### src/pmt_pkg.sv
// constants and types shared by the period match timer
`default_nettype none
package pmt_pkg;
  // apb geometry
  localparam int unsigned ADDR_W = 8;
  localparam int unsigned DATA_W = 32;
  // register byte offsets
  localparam logic [7:0] OFF_CONTROL = 8'h00;
  localparam logic [7:0] OFF_COUNT_LOW = 8'h04;
  localparam logic [7:0] OFF_COUNT_HIGH_BUF = 8'h08;
  localparam logic [7:0] OFF_PERIOD_LOW = 8'h0c;
  localparam logic [7:0] OFF_PERIOD_HIGH = 8'h10;
  localparam logic [7:0] OFF_STATUS = 8'h14;
  // status field position
  localparam int unsigned STAT_FLAG_BIT = 0;
  // reset values
  localparam logic [7:0] CONTROL_RESET = 8'h00;
  localparam logic [15:0] COUNT_RESET = 16'h0000;
  localparam logic [15:0] PERIOD_RESET = 16'hffff;
  localparam logic [15:0] COUNT_ALL_ONES = 16'hffff;
  localparam logic [7:0] BYTE_ZERO = 8'h00;
  // instruction cycle phases, one pclk each
  localparam logic [1:0] PH_Q1 = 2'h0;
  localparam logic [1:0] PH_Q2 = 2'h1;
  localparam logic [1:0] PH_Q4 = 2'h3;
  localparam int unsigned CLK_PERIOD_NS = 100;
  localparam int unsigned TCY_NS = 400;
  localparam int unsigned TCY_CYCLES = (TCY_NS + CLK_PERIOD_NS - 1) / CLK_PERIOD_NS;
  // rising transition: oldest sample low, two newer high
  localparam logic [2:0] RISE_PATTERN = 3'h3;
  // prescaler terminal counts
  localparam logic [2:0] DIV1_LIMIT = 3'h0;
  localparam logic [2:0] DIV2_LIMIT = 3'h1;
  localparam logic [2:0] DIV4_LIMIT = 3'h3;
  localparam logic [2:0] DIV8_LIMIT = 3'h7;
  localparam logic [1:0] DIVSEL_2 = 2'h1;
  localparam logic [1:0] DIVSEL_4 = 2'h2;
  localparam logic [1:0] DIVSEL_8 = 2'h3;

  // control register layout, bit 7 down to bit 0
  typedef struct packed {
    logic sleep_run_enable;
    logic trigger_reset_disable;
    logic one_shot_select;
    logic [1:0] input_divide_select;
    logic ext_sync_bypass;
    logic count_source_select;
    logic counter_run;
  } pmt_ctrl_t;

  // pulses from the input sampler
  typedef struct packed {
    logic sync_inc;
    logic async_edge;
  } pmt_edges_t;
endpackage : pmt_pkg
`default_nettype wire

### src/pmt_edge_sampler.sv
// count input synchroniser with q2/q4 rise detector and raw edge detector
`default_nettype none
module pmt_edge_sampler (
  // clock and reset
  input wire logic pclk,
  input wire logic presetn,
  input wire logic ce,
  // pin and phase
  input wire logic pin_in,
  input wire logic [1:0] phase,
  // detected events
  output var pmt_pkg::pmt_edges_t edges
);
  logic meta_q;
  logic sync_q;
  logic prev_q;
  logic [1:0] smp_q;
  logic pend_q;
  wire sample_now = (phase == pmt_pkg::PH_Q2) || (phase == pmt_pkg::PH_Q4);
  wire rise_seen = sample_now && ({smp_q, sync_q} == pmt_pkg::RISE_PATTERN);
  wire at_q1 = (phase == pmt_pkg::PH_Q1);

  // two-flop synchroniser and sample history
  always_ff @(posedge pclk or negedge presetn)
  begin
    if (!presetn)
    begin
      meta_q <= 1'b0;
      sync_q <= 1'b0;
      prev_q <= 1'b0;
      smp_q <= 2'h0;
      pend_q <= 1'b0;
    end
    else if (ce)
    begin
      meta_q <= pin_in;
      sync_q <= meta_q;
      prev_q <= sync_q;
      if (sample_now)
        smp_q <= {smp_q[0], sync_q};
      if (rise_seen)
        pend_q <= 1'b1;
      else if (at_q1)
        pend_q <= 1'b0;
    end
  end

  // increment on the q1 after a decoded rise; unfiltered edge for the bypass path
  wire sync_inc_w = pend_q && at_q1 && ce;
  wire async_edge_w = sync_q && !prev_q && ce;
  assign edges = {sync_inc_w, async_edge_w};
endmodule : pmt_edge_sampler
`default_nettype wire

### src/pmt_timer.sv
// sixteen bit period match timer with apb register access
//
// Local design decisions: the address map and the APB interface to the registers.
`default_nettype none
module pmt_timer #(
  parameter int unsigned ADDR_W = pmt_pkg::ADDR_W
) (
  // clock, reset, enable
  input wire logic pclk,
  input wire logic presetn,
  input wire logic ce,
  // apb slave
  input wire logic psel,
  input wire logic penable,
  input wire logic pwrite,
  input wire logic [ADDR_W-1:0] paddr,
  input wire logic [pmt_pkg::DATA_W-1:0] pwdata,
  output logic [pmt_pkg::DATA_W-1:0] prdata,
  output logic pready,
  output logic pslverr,
  // system and pin
  input wire logic sleep_active,
  input wire logic ext_count_input,
  // status out
  output logic period_match_flag
);
  pmt_pkg::pmt_ctrl_t ctrl_q;
  logic [15:0] count_q;
  logic [7:0] high_buf_q;
  logic [15:0] period_q;
  logic flag_q;
  logic [2:0] presc_q;
  logic [1:0] phase_q;
  logic [pmt_pkg::DATA_W-1:0] prdata_q;
  pmt_pkg::pmt_edges_t edges;

  // input pin sampler
  pmt_edge_sampler u_sampler (
    .pclk(pclk),
    .presetn(presetn),
    .ce(ce),
    .pin_in(ext_count_input),
    .phase(phase_q),
    .edges(edges)
  );

  // address decode
  wire [7:0] addr8 = 8'(paddr);
  wire hit_ctrl = (addr8 == pmt_pkg::OFF_CONTROL);
  wire hit_low = (addr8 == pmt_pkg::OFF_COUNT_LOW);
  wire hit_hbuf = (addr8 == pmt_pkg::OFF_COUNT_HIGH_BUF);
  wire hit_perl = (addr8 == pmt_pkg::OFF_PERIOD_LOW);
  wire hit_perh = (addr8 == pmt_pkg::OFF_PERIOD_HIGH);
  wire hit_stat = (addr8 == pmt_pkg::OFF_STATUS);
  wire hit_any = hit_ctrl || hit_low || hit_hbuf || hit_perl || hit_perh || hit_stat;
  wire setup_ph = psel && !penable;
  wire access_ph = psel && penable;
  wire wr_ok = access_ph && pwrite && hit_any && ce;
  wire ctrl_wr = wr_ok && hit_ctrl;
  wire low_wr = wr_ok && hit_low;
  wire hbuf_wr = wr_ok && hit_hbuf;
  wire perl_wr = wr_ok && hit_perl;
  wire perh_wr = wr_ok && hit_perh;
  wire stat_wr = wr_ok && hit_stat;
  // read snapshot taken in setup so buffer and data agree
  wire low_rd_snap = setup_ph && !pwrite && hit_low && ce;

  // sleep gating: only the unsynchronised pin path survives sleep
  wire sleep_ok = ctrl_q.sleep_run_enable && ctrl_q.count_source_select && ctrl_q.ext_sync_bypass;
  wire run_eff = ctrl_q.counter_run && (!sleep_active || sleep_ok);

  // count source select
  wire int_tick = (phase_q == pmt_pkg::PH_Q1);
  wire ext_tick = ctrl_q.ext_sync_bypass ? edges.async_edge : edges.sync_inc;
  wire src_tick = ce && (ctrl_q.count_source_select ? ext_tick : int_tick);

  // prescaler terminal count
  wire [2:0] presc_limit = (ctrl_q.input_divide_select == pmt_pkg::DIVSEL_8) ? pmt_pkg::DIV8_LIMIT :
                           (ctrl_q.input_divide_select == pmt_pkg::DIVSEL_4) ? pmt_pkg::DIV4_LIMIT :
                           (ctrl_q.input_divide_select == pmt_pkg::DIVSEL_2) ? pmt_pkg::DIV2_LIMIT :
                           pmt_pkg::DIV1_LIMIT;
  wire presc_clr = low_wr || !ctrl_q.counter_run;
  wire count_tick = run_eff && src_tick && (presc_q == presc_limit);
  wire at_match = (count_q == period_q);
  wire at_ones = (count_q == pmt_pkg::COUNT_ALL_ONES);
  wire wrap_evt = count_tick && (at_match || (at_ones && !ctrl_q.one_shot_select));

  // instruction cycle phase counter
  always_ff @(posedge pclk or negedge presetn)
  begin
    if (!presetn)
      phase_q <= pmt_pkg::PH_Q1;
    else if (ce)
      phase_q <= 2'(phase_q + 2'h1);
  end

  // prescaler
  always_ff @(posedge pclk or negedge presetn)
  begin
    if (!presetn)
      presc_q <= pmt_pkg::DIV1_LIMIT;
    else if (ce)
    begin
      if (presc_clr)
        presc_q <= pmt_pkg::DIV1_LIMIT;
      else if (run_eff && src_tick)
        presc_q <= (presc_q == presc_limit) ? pmt_pkg::DIV1_LIMIT : 3'(presc_q + 3'h1);
    end
  end

  // count pair: bus write beats tick, stopped count holds
  always_ff @(posedge pclk or negedge presetn)
  begin
    if (!presetn)
      count_q <= pmt_pkg::COUNT_RESET;
    else if (ce)
    begin
      if (low_wr)
        count_q <= {high_buf_q, pwdata[7:0]};
      else if (wrap_evt)
        count_q <= pmt_pkg::COUNT_RESET;
      else if (count_tick)
        count_q <= 16'(count_q + 16'h0001);
    end
  end

  // high byte buffer
  always_ff @(posedge pclk or negedge presetn)
  begin
    if (!presetn)
      high_buf_q <= pmt_pkg::BYTE_ZERO;
    else if (ce)
    begin
      if (hbuf_wr)
        high_buf_q <= pwdata[7:0];
      else if (low_rd_snap)
        high_buf_q <= count_q[15:8];
    end
  end

  // period pair, writable at any time
  always_ff @(posedge pclk or negedge presetn)
  begin
    if (!presetn)
      period_q <= pmt_pkg::PERIOD_RESET;
    else if (ce)
    begin
      if (perl_wr)
        period_q[7:0] <= pwdata[7:0];
      if (perh_wr)
        period_q[15:8] <= pwdata[7:0];
    end
  end

  // control; a same-cycle software write wins over the hardware halt
  always_ff @(posedge pclk or negedge presetn)
  begin
    if (!presetn)
      ctrl_q <= pmt_pkg::CONTROL_RESET;
    else if (ce)
    begin
      if (ctrl_wr)
        ctrl_q <= pwdata[7:0];
      else if (wrap_evt && ctrl_q.one_shot_select)
        ctrl_q.counter_run <= 1'b0;
    end
  end

  // match flag, set wins over write-one clear
  always_ff @(posedge pclk or negedge presetn)
  begin
    if (!presetn)
      flag_q <= 1'b0;
    else if (ce)
    begin
      if (wrap_evt)
        flag_q <= 1'b1;
      else if (stat_wr && pwdata[pmt_pkg::STAT_FLAG_BIT])
        flag_q <= 1'b0;
    end
  end

  // read data captured in setup phase
  always_ff @(posedge pclk or negedge presetn)
  begin
    if (!presetn)
      prdata_q <= '0;
    else if (ce && setup_ph && !pwrite)
    begin
      prdata_q <= '0;
      if (hit_ctrl)
        prdata_q[7:0] <= ctrl_q;
      if (hit_low)
        prdata_q[7:0] <= count_q[7:0];
      if (hit_hbuf)
        prdata_q[7:0] <= high_buf_q;
      if (hit_perl)
        prdata_q[7:0] <= period_q[7:0];
      if (hit_perh)
        prdata_q[7:0] <= period_q[15:8];
      if (hit_stat)
        prdata_q[pmt_pkg::STAT_FLAG_BIT] <= flag_q;
    end
  end

  // bus answers: zero wait states while ce is high, error on unmapped
  assign pready = ce;
  assign pslverr = access_ph && !hit_any;
  assign prdata = prdata_q;
  assign period_match_flag = flag_q;
endmodule : pmt_timer
`default_nettype wire

### config.mk
export PLATFORM = sky130hd
export DESIGN_NAME = pmt_timer
export DESIGN_NICKNAME = d
export VERILOG_FILES = /design/src/pmt_pkg.sv /design/src/pmt_edge_sampler.sv /design/src/pmt_timer.sv
export SDC_FILE = /design/constraint.sdc
export NUM_CORES = 1
export LEC_CHECK = 0
export BUFFER_PORTS_ARGS = -buffer_cell sky130_fd_sc_hd__buf_2
export CORE_MARGIN = 2
export CORE_UTILIZATION = 50
export DETAILED_ROUTE_END_ITERATION = 8
export PLACE_DENSITY = 0.74
export REMOVE_ABC_BUFFERS = 1
export SETUP_SLACK_MARGIN = 0.02
export SLEW_MARGIN = 5
export SYNTH_ARGS = -nofsm -noshare
export SYNTH_HDL_FRONTEND = slang
export SYNTH_HIERARCHICAL = 1
export SYNTH_SLANG_ARGS = --single-unit
export TNS_END_PERCENT = 5
### constraint.sdc
create_clock -name pclk -period 2.8 [get_ports pclk]
set_input_delay 0.42 -clock pclk [delete_from_list [all_inputs] [get_ports pclk]]
set_output_delay 0.42 -clock pclk [all_outputs]
set_load 0.01 [all_outputs]
### After elaboration in Yosys (flattened, before gate mapping)

Cells that the tools add are included.

| operators by class | value |
|---|---|
| add/subtract/negate cells | 3 |
| equal/unequal tests | 14 |
| multiplexer cells | 25 |
| reduce and logical (&&, ||, !) cells | 66 |

Operators with widths:

| kind | number |
|---|---|
| $mux 8 | 7 |
| $mux 16 | 3 |
| $logic_and 1x1->1 | 32 |
| $reduce_and 2->1 | 10 |
| $add 16x1->16 const B | 1 |
| $eq 16x16->1 | 1 |
| $eq 16x16->1 const B | 1 |
| $eq 8x4->1 const B | 2 |
| $eq 8x5->1 const B | 2 |
| $mux 3 | 4 |
| $mux 1 | 10 |
| $reduce_bool 2->1 | 5 |
| $logic_or 1x1->1 | 9 |
| $eq 8x3->1 const B | 1 |
| $logic_not 8->1 | 1 |
| $logic_not 1->1 | 7 |
| $eq 2x2->1 const B | 3 |
| $eq 2x1->1 const B | 2 |
| $add 3x1->3 const B | 1 |
| $eq 3x2->1 const B | 1 |
| $eq 3x3->1 | 1 |
| $reduce_bool 3->1 | 1 |
| $add 2x1->2 const B | 1 |
| $logic_not 2->1 | 1 |
| $mux 2 | 1 |

| word-level totals | value |
|---|---|
| flip-flop bits (word level) | 68 |
| input port bits | 48 |
| output and inout bits | 35 |
| word-level logic and storage cells | 128 |

### Logic depth before layout (Yosys ltp)

Gate-level depths: netlist of the first run.

| logic depth | value |
|---|---|
| word-level depth | 12 |
| gate-level depth with buffers | 10 |
| depth with buffers taken out | 8 |

### Cells and area by module

The synthesis of the first run kept the hierarchy.

Modules (own cells, without submodules):

| module | times used | cells each | area an instance (µm²) | seq. area each (µm²) |
|---|---|---|---|---|
| pmt_timer | 1 | 382 | 3791.1 | 1571.5 |
| pmt_edge_sampler | 1 | 22 | 275.3 | 150.1 |

### Worst setup path before layout of the first run

Ideal clock, no wire load.

| timing path | value |
|---|---|
| path type | register -> register |
| start point | register count_q[0] |
| end point | register count_q[5] |
| setup time | 0.141 ns |
| data arrival time | 2.231 ns |
| required time | 2.659 ns |
| path slack | 0.428 ns |
| cell stages (with the launch flop) | 9 |
| buffers on the path | 1 |
| period minus slack after synthesis | 2.372 ns |
| cells stage by stage | dfrtp_1 -> ha_1 -> nand3_2 -> or4_1 -> clkbuf_2 -> nor4_4 -> or2_4 -> a2bb2oi_2 -> a31oi_1 |

| between the ends | value |
|---|---|
| cells in the longest elaborated chain, start to end | 6 |
| elaborated cells between the ends (all ways) | 11 |
| classes of those cells | add/sub: 1; eq/ne: 2; mux: 3; reduce/logical: 5 |

RTL lines:

| item | RTL line | RTL |
|---|---|---|
| from (decl) | pmt_timer.sv:28 | `logic [15:0] count_q;` |
| from (signal assigned) | pmt_timer.sv:115 | `count_q <= pmt_pkg::COUNT_RESET;` |
| from (signal assigned) | pmt_timer.sv:119 | `count_q <= {high_buf_q, pwdata[7:0]};` |
| from (signal assigned) | pmt_timer.sv:121 | `count_q <= pmt_pkg::COUNT_RESET;` |
| parallel branches: the longest is 6 deep, another holds $add 16x1->16 | -- |  |

Parallel ways; which one is timed is not known. The select of a mux whose other input is x is not followed.
A chain may end at the register's enable or synchronous reset.

### Final worst setup path of the first run

| timing path | value |
|---|---|
| start point | register count_q[0] |
| end point | register count_q[4] |

Same word-level chain as after synthesis.

==> results of run 1 <==
==> critical path, cell delays in order (launching register included) <==
cell     delay, ns
dfrtp_1       0.44
ha_1          0.26
nand3_2       0.13
or4_1         0.69
nor4_4        0.34
buf_4         0.19
nor3_2        0.11
a22oi_2       0.18
a21oi_1       0.08
==> worst paths after layout <==
kind	endpoint	slack (ns)	cells after the start
worst min register to register	u_sampler/pend_q$_DFFE_PN0P_	0.50	1
max in group asynchronous	period_q[10]$_DFFE_PN1P_	2.36	2
worst min-delay path	u_sampler/sync_q$_DFFE_PN0P_	0.04	2
worst max register to register	count_q[4]$_DFFE_PN0P_	0.24	8
min in group pclk	u_sampler/meta_q$_DFFE_PN0P_	0.27	2
worst max-delay path	count_q[4]$_DFFE_PN0P_	0.24	8
==> Yosys cell counts, types with 3 or more instances <==
master	n
a21oi_1	19
a22oi_1	7
a31oi_1	11
buf_2	4
buf_4	27
clkbuf_1	18
dfrtp_1	52
dfstp_2	16
ha_1	3
inv_1	9
mux2_1	3
mux2_2	25
mux2i_1	10
mux4_2	7
nand2_1	36
nand3_1	4
nand3b_1	5
nand4_1	7
nor2_1	33
nor2b_1	3
nor3_1	9
nor4_1	3
o21ai_0	24
or4_1	3
xnor2_1	16
==> cell type report <==
class | instances | area, µm² | share of cell area (%)
multi-input combinational | 299 | 2100 | 46.4
sequential | 68 | 1720 | 38.0
timing repair buffer | 52 | 330 | 7.28
clock buffer | 10 | 128 | 2.81
tap | 102 | 128 | 2.81
clock inverter | 6 | 90.1 | 1.99
inverter | 9 | 33.8 | 0.745
==> placed cells by master, fill, tap and decap left out, drive strengths merged, types with 9 or more instances in the layout <==
cell / Yosys / final
dfrtp: 52 / 52
buf: 32 / 52
nand2: 37 / 37
nor2: 33 / 33
mux2: 28 / 28
o21ai: 24 / 24
conb: 1 / 24
a21oi: 19 / 19
xnor2: 16 / 16
dfstp: 16 / 16
a31oi: 11 / 11
mux2i: 10 / 10
nor3: 10 / 10
clkbuf: 19 / 10
inv: 9 / 9
==> through the flow <==
step           power [mW]  util, %
5_1_grt              2.53     58.1
2_1_floorplan        1.39        -
3_3_place_gp         1.52     55.3
6_report             2.42     58.1
3_5_place_dp         1.53     55.3
4_1_cts              2.43     58.1
==> sequential cells by signal, summed over array words and instances, names as in the netlist, 2 cells and up <==
register and flops:
high_buf_q 8, count_q 16, presc_q 3, ctrl_q 8
phase_q 2, prdata 8, u_sampler/smp_q 2, period_q 16
==> metal layers <==
metal	GRT usage [%]	part of all wire, %	vias to the layer above
met1	31.6	44	1573
met5	0	0	-
li1	-	-	1475
met3	4.33	6.1	13
met4	7.73	1.6	0
met2	36.4	48	124
==> kinds of logic (layout without fill, tap and decap cells) <==
family,after synthesis,count (layout),share of synthesized area (%)
and+or+nand+nor,130,130,17.4
AOI/OAI and AO/OA,78,78,12.4
DFF,68,68,42.3
buffers and inverters,60,77,8.18
muxes,46,46,14.7
xor gates and xnor gates,18,18,3.88
adders and majority gates,3,3,0.923
other,1,24,0.0922
==> power by group through the flow <==
stage	clock network, mW	logic (mW)	registers [mW]
after CTS	0.914	0.360	1.16
after floorplan	0	0.220	1.17
after global placement	0	0.348	1.17
final	0.907	0.356	1.16
after detailed placement	0	0.360	1.17
after global routing	0.948	0.409	1.17
==> reports/metrics.yaml, run 1 <==
finalHoldViolations: 0
cts_inserted_buffers: 9
diodes: 0
startpoint: "count_q[0]$_DFFE_PN0P_"
vias: 3185
synthFlopType: "dfrtp_1"
cts_tree: "done"
drcViolationCount: 0
start_util_pct: 52.1
path_max_fanout: 10
slew_headroom_pct: 48.0
nFillCells: 687
p_sw_share_pct: 28.2
drtIter0Drc: 299
drtAntennaViolNets: 0
cp-start-kind: "flop"
synth_seq_area_share_pct: 42.3
first_pass_iters: 5
rsz0062_at_grt: "false"
wl_um: 9400
design_area_um2: 4540
worstSetupPathType: "reg -> reg"
cts-root-buf: "clkbuf_8"
grt.overflow.total: 0
core_um2: 7810
instances_no_fill: 546
clock_latency_ns: 0.36
rr_startpoint: "count_q[0]$_DFFE_PN0P_"
num_rows: 32
cts_resized: 0
cts.sink_count: 68
htree_levels: 3
synth-async-reset-ratio_pct: 100
path_clk_slew_ns: 0.09
critPathCaptureType: "flop"
port-buffer-count: 34
gr-usage-all-layers_pct: 22.9
pre_cts_ws_ns: 0.214
fin_nets: 490
slew_violations: 0
synthDistinctLibCells: 65
grt_pass1_vias: 3027
setup_viol_count_final: 0
power_density_nw_per_um2: 534
placed_cells: 530
synth-edff-count: 0
cap_violations: 0
wl_per_cell_um: 17.2
setup_tns_ns: 0
fin_crit_ns: 2.56
gp_congestion: 0.868
internal_power_mw: 1.74
ys_ff_latch: 68
clockBufferDepth: 2
timing.final.crit_share_pct: 91.3
pwr-share-seq_pct: 47.8
avgSynthCellArea_um2: 10.1
synthCells: 404
hp-class: "in -> async"
holdWs_ns: 0.0449
grt_pass1_wl_um: 15500
grt_max_degree: 69
peakVddDrop_uv: 226
max_freq_mhz: 391
layout_setup_ws_ns: 0.245
worst_ep_arrival_time_ns: 2.78
postCtsSetupBuffers: 0
dieArea_um2: 8870
die_h_um: 94.2
die_w_um: 94.2
yosys.area.top_type: "dfrtp_1"
status: "complete, no violations"
synth_top_area_share_pct: 32.0
p_sw_mw: 0.681
power_frac_clock_pct: 37.5
ys_warn_count: 6
drive_gt1_share_pct: 29.7
areaGrowthSynthToFinish_pct: 11.5
cp.required_ns: 3.02
yosys-top-cells-area: "dfrtp_1 32%, dfstp_2 10%, mux2_2 6.9%"
viasPerCell: 5.83
io_pins: 83
dp_hpwl_um: 6550
tightest_slew_ns: 0.777
antenna_found_initial: 0
cts_hold_buffers: 0
place_area_um2: 4320
p_comb_share_pct: 14.7
syn-cell-area_um2: 4070
leakage_nw: 1.99
finClkSkew_ns: 0.0113
Power figures use the tool's default switching activity.
==> inputs of run 2 (changes only) <==
==> constraint.sdc (replaced) <==
create_clock -name pclk -period 2.8 [get_ports pclk]
set_input_delay 0.14 -clock pclk [delete_from_list [all_inputs] [get_ports pclk]]
set_output_delay 0.14 -clock pclk [all_outputs]
set_load 0.01 [all_outputs]
==> run 2 against run 1 <==
Net effect: clock-buffer cell count is 1 lower; total power fell by 7.8%; fmax shrank 0.58%; first-iteration DRC count decreased by 11%.
==> reports/metrics.yaml, run 2 (synthesis gave the netlist of run 1 again) <==
tightest_slew_ns: 0.757
dp_hpwl_um: 6890
htree_levels: 3
use_met1_pct: 31.9
crit_chain: "or2_2 -> a2111oi_2 -> o221ai_1 -> nor3_2 -> nand3b_1 -> a31oi_1"
port-buffer-count: 34
reg_top3: "count_q x16, period_q x16"
status: "complete, no violations"
rsz0062_at_grt: "false"
mostFrequentLayoutCells: "52 x dfrtp_1, 36 x nand2_1, 34 x buf_2"
core_um2: 7810
hp-class: "in -> reg"
timing.final.crit_share_pct: 91.8
grt_pass1_wl_um: 15800
die_h_um: 94.2
cts_resized: 0
wl_um: 9650
path_clk_slew_ns: 0.08
drtAntennaViolNets: 0
grt_max_degree: 38
holdWs_ns: 0.00779
diodes: 0
grt_util_met3_pct: 4.17
nFillCells: 679
cts_inserted_buffers: 9
path_max_fanout: 10
clockBufferDepth: 2
cp.buffers_inverters: 0
max_stage_delay_ns: 0.70
slew_violations: 0
grt.overflow.total: 0
gr-usage-all-layers_pct: 23.8
cts-root-buf: "clkbuf_8"
power_density_nw_per_um2: 498
peakVddDrop_uv: 246
r2r-end: "count_q[13]$_DFFE_PN0P_"
cts.sink_count: 68
rr_worst_depth: 6
endpoint: "count_q[13]$_DFFE_PN0P_"
drive_gt1_share_pct: 29.7
gp_congestion: 0.892
finClkSkew_ns: 0.00964
cp-start-kind: "flop"
cap_violations: 0
antenna_found_initial: 0
viasPerCell: 5.85
die_w_um: 94.2
setup_tns_ns: 0
cts_tree: "done"
slowest_stage: "nor3_2"
wl_per_cell_um: 17.7
setup_viol_count_final: 0
dieArea_um2: 8870
mostFrequentLayoutCell: "dfrtp_1"
met2_usage_pct: 37.4
crit_family: "simple AND/OR/NAND/NOR gates"
worstSetupPathType: "reg -> reg"
cp_num_cells: 6
startpoint: "ctrl_q[3]$_DFFE_PN0P_"
drtIter0Drc: 267
critPathCaptureType: "flop"
fin_crit_ns: 2.57
first_pass_iters: 4
grt.busiest_layer: "met2"
num_rows: 32
fin_total_pwr_mw: 2.23
areaGrowthSynthToFinish_pct: 10.1
finalHoldViolations: 0
rr_startpoint: "ctrl_q[3]$_DFFE_PN0P_"
whs_path_depth: 2
rrSetupSlack_ns: 0.23
cp.required_ns: 3.07
worst_ep_arrival_time_ns: 2.84
vias: 3195
slew_headroom_pct: 49.5
grt_pass1_vias: 3072
fin_nets: 490
drcViolationCount: 0
start_util_pct: 52.1
leakage_nw: 1.96
io_pins: 83
clock_latency_ns: 0.36
max_freq_mhz: 389
-- run 2: report_power, final --
part / total (mW) / internal, mW / switching, mW
clock: 0.718 / 0.316 / 0.403
sequential: 1.16 / 1.07 / 0.0836
combinational: 0.356 / 0.163 / 0.192
-- run 2: how the worst min path moves through the flow --
stage,slack (ns),endpoint,start
after global placement,0.23,u_sampler/meta_q$_DFFE_PN0P_,presetn
after floorplan,-0.16,count_q[0]$_DFFE_PN0P_,presetn
after detailed placement,0.25,u_sampler/smp_q[0]$_DFFE_PN0P_,presetn
after global routing,0.01,u_sampler/meta_q$_DFFE_PN0P_,ext_count_input
after CTS,0.0008,u_sampler/meta_q$_DFFE_PN0P_,ext_count_input
final,0.008,u_sampler/meta_q$_DFFE_PN0P_,ext_count_input
-- run 2: stage by stage --
step	setup slack, ns	util [%]	cell area (µm²)	std cells
finish	0.230	57.3	4480	546
global route	0.0797	57.3	4480	546
CTS	0.233	57.3	4480	546
detailed placement	0.286	55.0	4300	529
global placement	0.292	55.0	4300	529
floorplan	0.219	-	3850	376
-- run 2: area by class of cell --
type                            instances  area, µm²  share of cell area, %
Clock buffer                            9        124                   2.77
Clock inverter                          7       43.8                  0.978
Inverter                                9       33.8                  0.755
Multi-Input combinational cell        299       2100                   47.0
Sequential cell                        68       1720                   38.5
Tap cell                              102        128                   2.85
Timing Repair Buffer                   52        320                   7.16
-- run 2: per-layer routing --
| metal | share of wire [%] | vias to the layer above |
|---|---|---|
| met2 | 47 | 128 |
| met3 | 6.7 | 21 |
| met1 | 43 | 1571 |
| met4 | 2.3 | 0 |
| li1 | - | 1475 |
| met5 | 0 | - |
-- run 2: repair_timing --
item | CTS | global route
endpoints found under the hold margin | 25 | 0
hold buffers | 1 | 0
buffers inserted | 0 | 0
==> inputs of run 3 (changes only) <==
--- a/config.mk
+++ b/config.mk
@@ -6,11 +6,11 @@
 export NUM_CORES = 1
 export LEC_CHECK = 0
 export BUFFER_PORTS_ARGS = -buffer_cell sky130_fd_sc_hd__buf_2
+export CAP_MARGIN = 20
 export CORE_MARGIN = 2
 export CORE_UTILIZATION = 50
 export DETAILED_ROUTE_END_ITERATION = 8
 export PLACE_DENSITY = 0.74
-export REMOVE_ABC_BUFFERS = 1
 export SETUP_SLACK_MARGIN = 0.02
 export SLEW_MARGIN = 5
 export SYNTH_ARGS = -nofsm -noshare
==> run 3 against run 2 <==
Net effect: clock power grew 11%; critical path depth is 2 higher; flip-flop and latch count did not move; via count shrank 1.4%; register-to-register slack got worse by 0.03 ns; die area is the same; total power grew 3.8%; highest routed layer unchanged; clock skew is 0.00077 ns higher; worst setup slack worse by 0.032 ns; final cell count is 0.37% lower.
==> reports/metrics.yaml, run 3 (synthesis gave the netlist of run 1 again) <==
dieArea_um2: 8870
cp.required_ns: 3.02
drtAntennaViolNets: 0
finClkSkew_ns: 0.0104
fin_util_pct: 57.5
timing.final.crit_share_pct: 92.9
clockBufferDepth: 2
layout_setup_ws_ns: 0.198
gp_congestion: 0.908
hold_start: "pwdata[2]"
rr_startpoint: "count_q[0]$_DFFE_PN0P_"
rrSetupSlack_ns: 0.20
setup_tns_ns: 0
cts-root-buf: "clkbuf_8"
gr-usage-all-layers_pct: 23.2
placed_cells: 526
first_pass_iters: 5
port-buffer-count: 34
cap_violations: 0
clock_latency_ns: 0.36
hp-class: "in -> reg"
rsz0062_at_grt: "false"
mostFrequentLayoutCell: "dfrtp_1"
postCtsSetupBuffers: 0
start_util_pct: 52.1
diodes: 0
power_density_nw_per_um2: 516
slowest_stage: "or4_1"
finalHoldViolations: 0
tightest_slew_ns: 0.833
fin_nets: 488
wl_um: 9440
instances_no_fill: 544
cts_inserted_buffers: 9
status: "complete, no violations"
die_h_um: 94.2
io_pins: 83
grt_max_degree: 37
num_rows: 32
fin_crit_ns: 2.60
drtIter0Drc: 189
htree_levels: 3
die_w_um: 94.2
crit_chain: "ha_1 -> nand3_2 -> or4_1 -> nor4_4 -> buf_4 -> or2_4 -> a2bb2oi_2 -> a31oi_1"
cp.buffers_inverters: 1
grt.overflow.total: 0
core_um2: 7810
antenna_found_initial: 0
nFillCells: 727
r2r-end: "count_q[5]$_DFFE_PN0P_"
leakage_nw: 1.96
areaGrowthSynthToFinish_pct: 10.4
cts_resized: 0
vias: 3150
cts.sink_count: 68
cp-start-kind: "flop"
grt_pass1_vias: 3081
worstSetupPathType: "reg -> reg"
cts_tree: "done"
path_clk_slew_ns: 0.07
slew_violations: 0
whs_path_depth: 3
mostFrequentLayoutCells: "52 x dfrtp_1, 36 x nand2_1, 34 x buf_2"
viasPerCell: 5.79
rr_worst_depth: 8
crit_family: "simple AND/OR/NAND/NOR gates"
setup_viol_count_final: 0
dp_hpwl_um: 6920
drcViolationCount: 0
pre_cts_ws_ns: 0.232
min_to: "count_q[2]$_DFFE_PN0P_"
critPathCaptureType: "flop"
grt_pass1_wl_um: 15800
slew_headroom_pct: 44.5
max_freq_mhz: 384
wl_per_cell_um: 17.3
path_max_fanout: 6
drive_gt1_share_pct: 29.0
worst_ep_arrival_time_ns: 2.82
reg_top3: "count_q x16, period_q x16"
peakVddDrop_uv: 339
max_stage_delay_ns: 0.70
-- run 3: changes by cell type in the layout (fill, tap and decap cells not counted), sizes merged --
cell,change
bufinv,+1
buf,-3
clkinv,-1
clkinvlp,-1
dlygate4sd3,+1
clkbuf,+1
-- run 3: area by class of cell --
class                   instances  area, µm²  share of cell area, %
clock inverters                 6       65.1                   1.45
inverters                       9       33.8                  0.753
well taps                     102        128                   2.84
repair buffers                 50        308                   6.86
multi-input cells             299       2100                   46.9
clock buffers                  10        128                   2.84
flip-flops and latches         68       1720                   38.4
-- run 3: repair_timing --
| item | in CTS | in global routing |
|---|---|---|
| setup endpoints to repair | 0 | 0 |
| endpoints found under the hold margin | 28 | 0 |
| hold buffers | 2 | 0 |
-- run 3: worst max path at each step --
| stage | depth (start not counted) | end | slack [ns] | from |
|---|---|---|---|---|
| finish | 8 | count_q[5]$_DFFE_PN0P_ | 0.20 | count_q[0]$_DFFE_PN0P_ |
| global route | 6 | count_q[12]$_DFFE_PN0P_ | 0.05 | ctrl_q[3]$_DFFE_PN0P_ |
| detailed placement | 8 | count_q[5]$_DFFE_PN0P_ | 0.23 | count_q[0]$_DFFE_PN0P_ |
| CTS | 8 | count_q[5]$_DFFE_PN0P_ | 0.22 | count_q[0]$_DFFE_PN0P_ |
| global placement | 8 | count_q[5]$_DFFE_PN0P_ | 0.25 | count_q[0]$_DFFE_PN0P_ |
| floorplan | 8 | count_q[5]$_DFFE_PN0P_ | 0.43 | count_q[0]$_DFFE_PN0P_ |
-- run 3: through the flow --
| stage | hold WS [ns] | power (mW) | area, µm² |
|---|---|---|---|
| after floorplan | -0.156 | 1.43 | 4150 |
| after global placement | 0.273 | 1.51 | 4280 |
| after detailed placement | 0.277 | 1.53 | 4280 |
| after CTS | 0.0970 | 2.33 | 4490 |
| after global routing | 0.107 | 2.43 | 4490 |
| final | 0.104 | 2.32 | 4490 |
-- run 3: where the power goes --
part | total, mW | switching [mW] | internal [mW]
registers | 1.16 | 0.0879 | 1.07
logic | 0.359 | 0.194 | 0.165
clock network | 0.796 | 0.386 | 0.411
total | 2.32 | 0.667 | 1.65
-- run 3: worst min-delay path, cell delays in order --
cell and delay (ns):
buf_2 0.13, nor2_1 0.10, a31oi_1 0.04
-- run 3: routing by layer --
layer,global-route usage (%),up-vias,wire [µm]
met5,0,-,0
met4,6.52,0,148
met3,5.70,15,494
met2,37.3,95,4710
met1,31.3,1570,4080
li1,-,1470,-
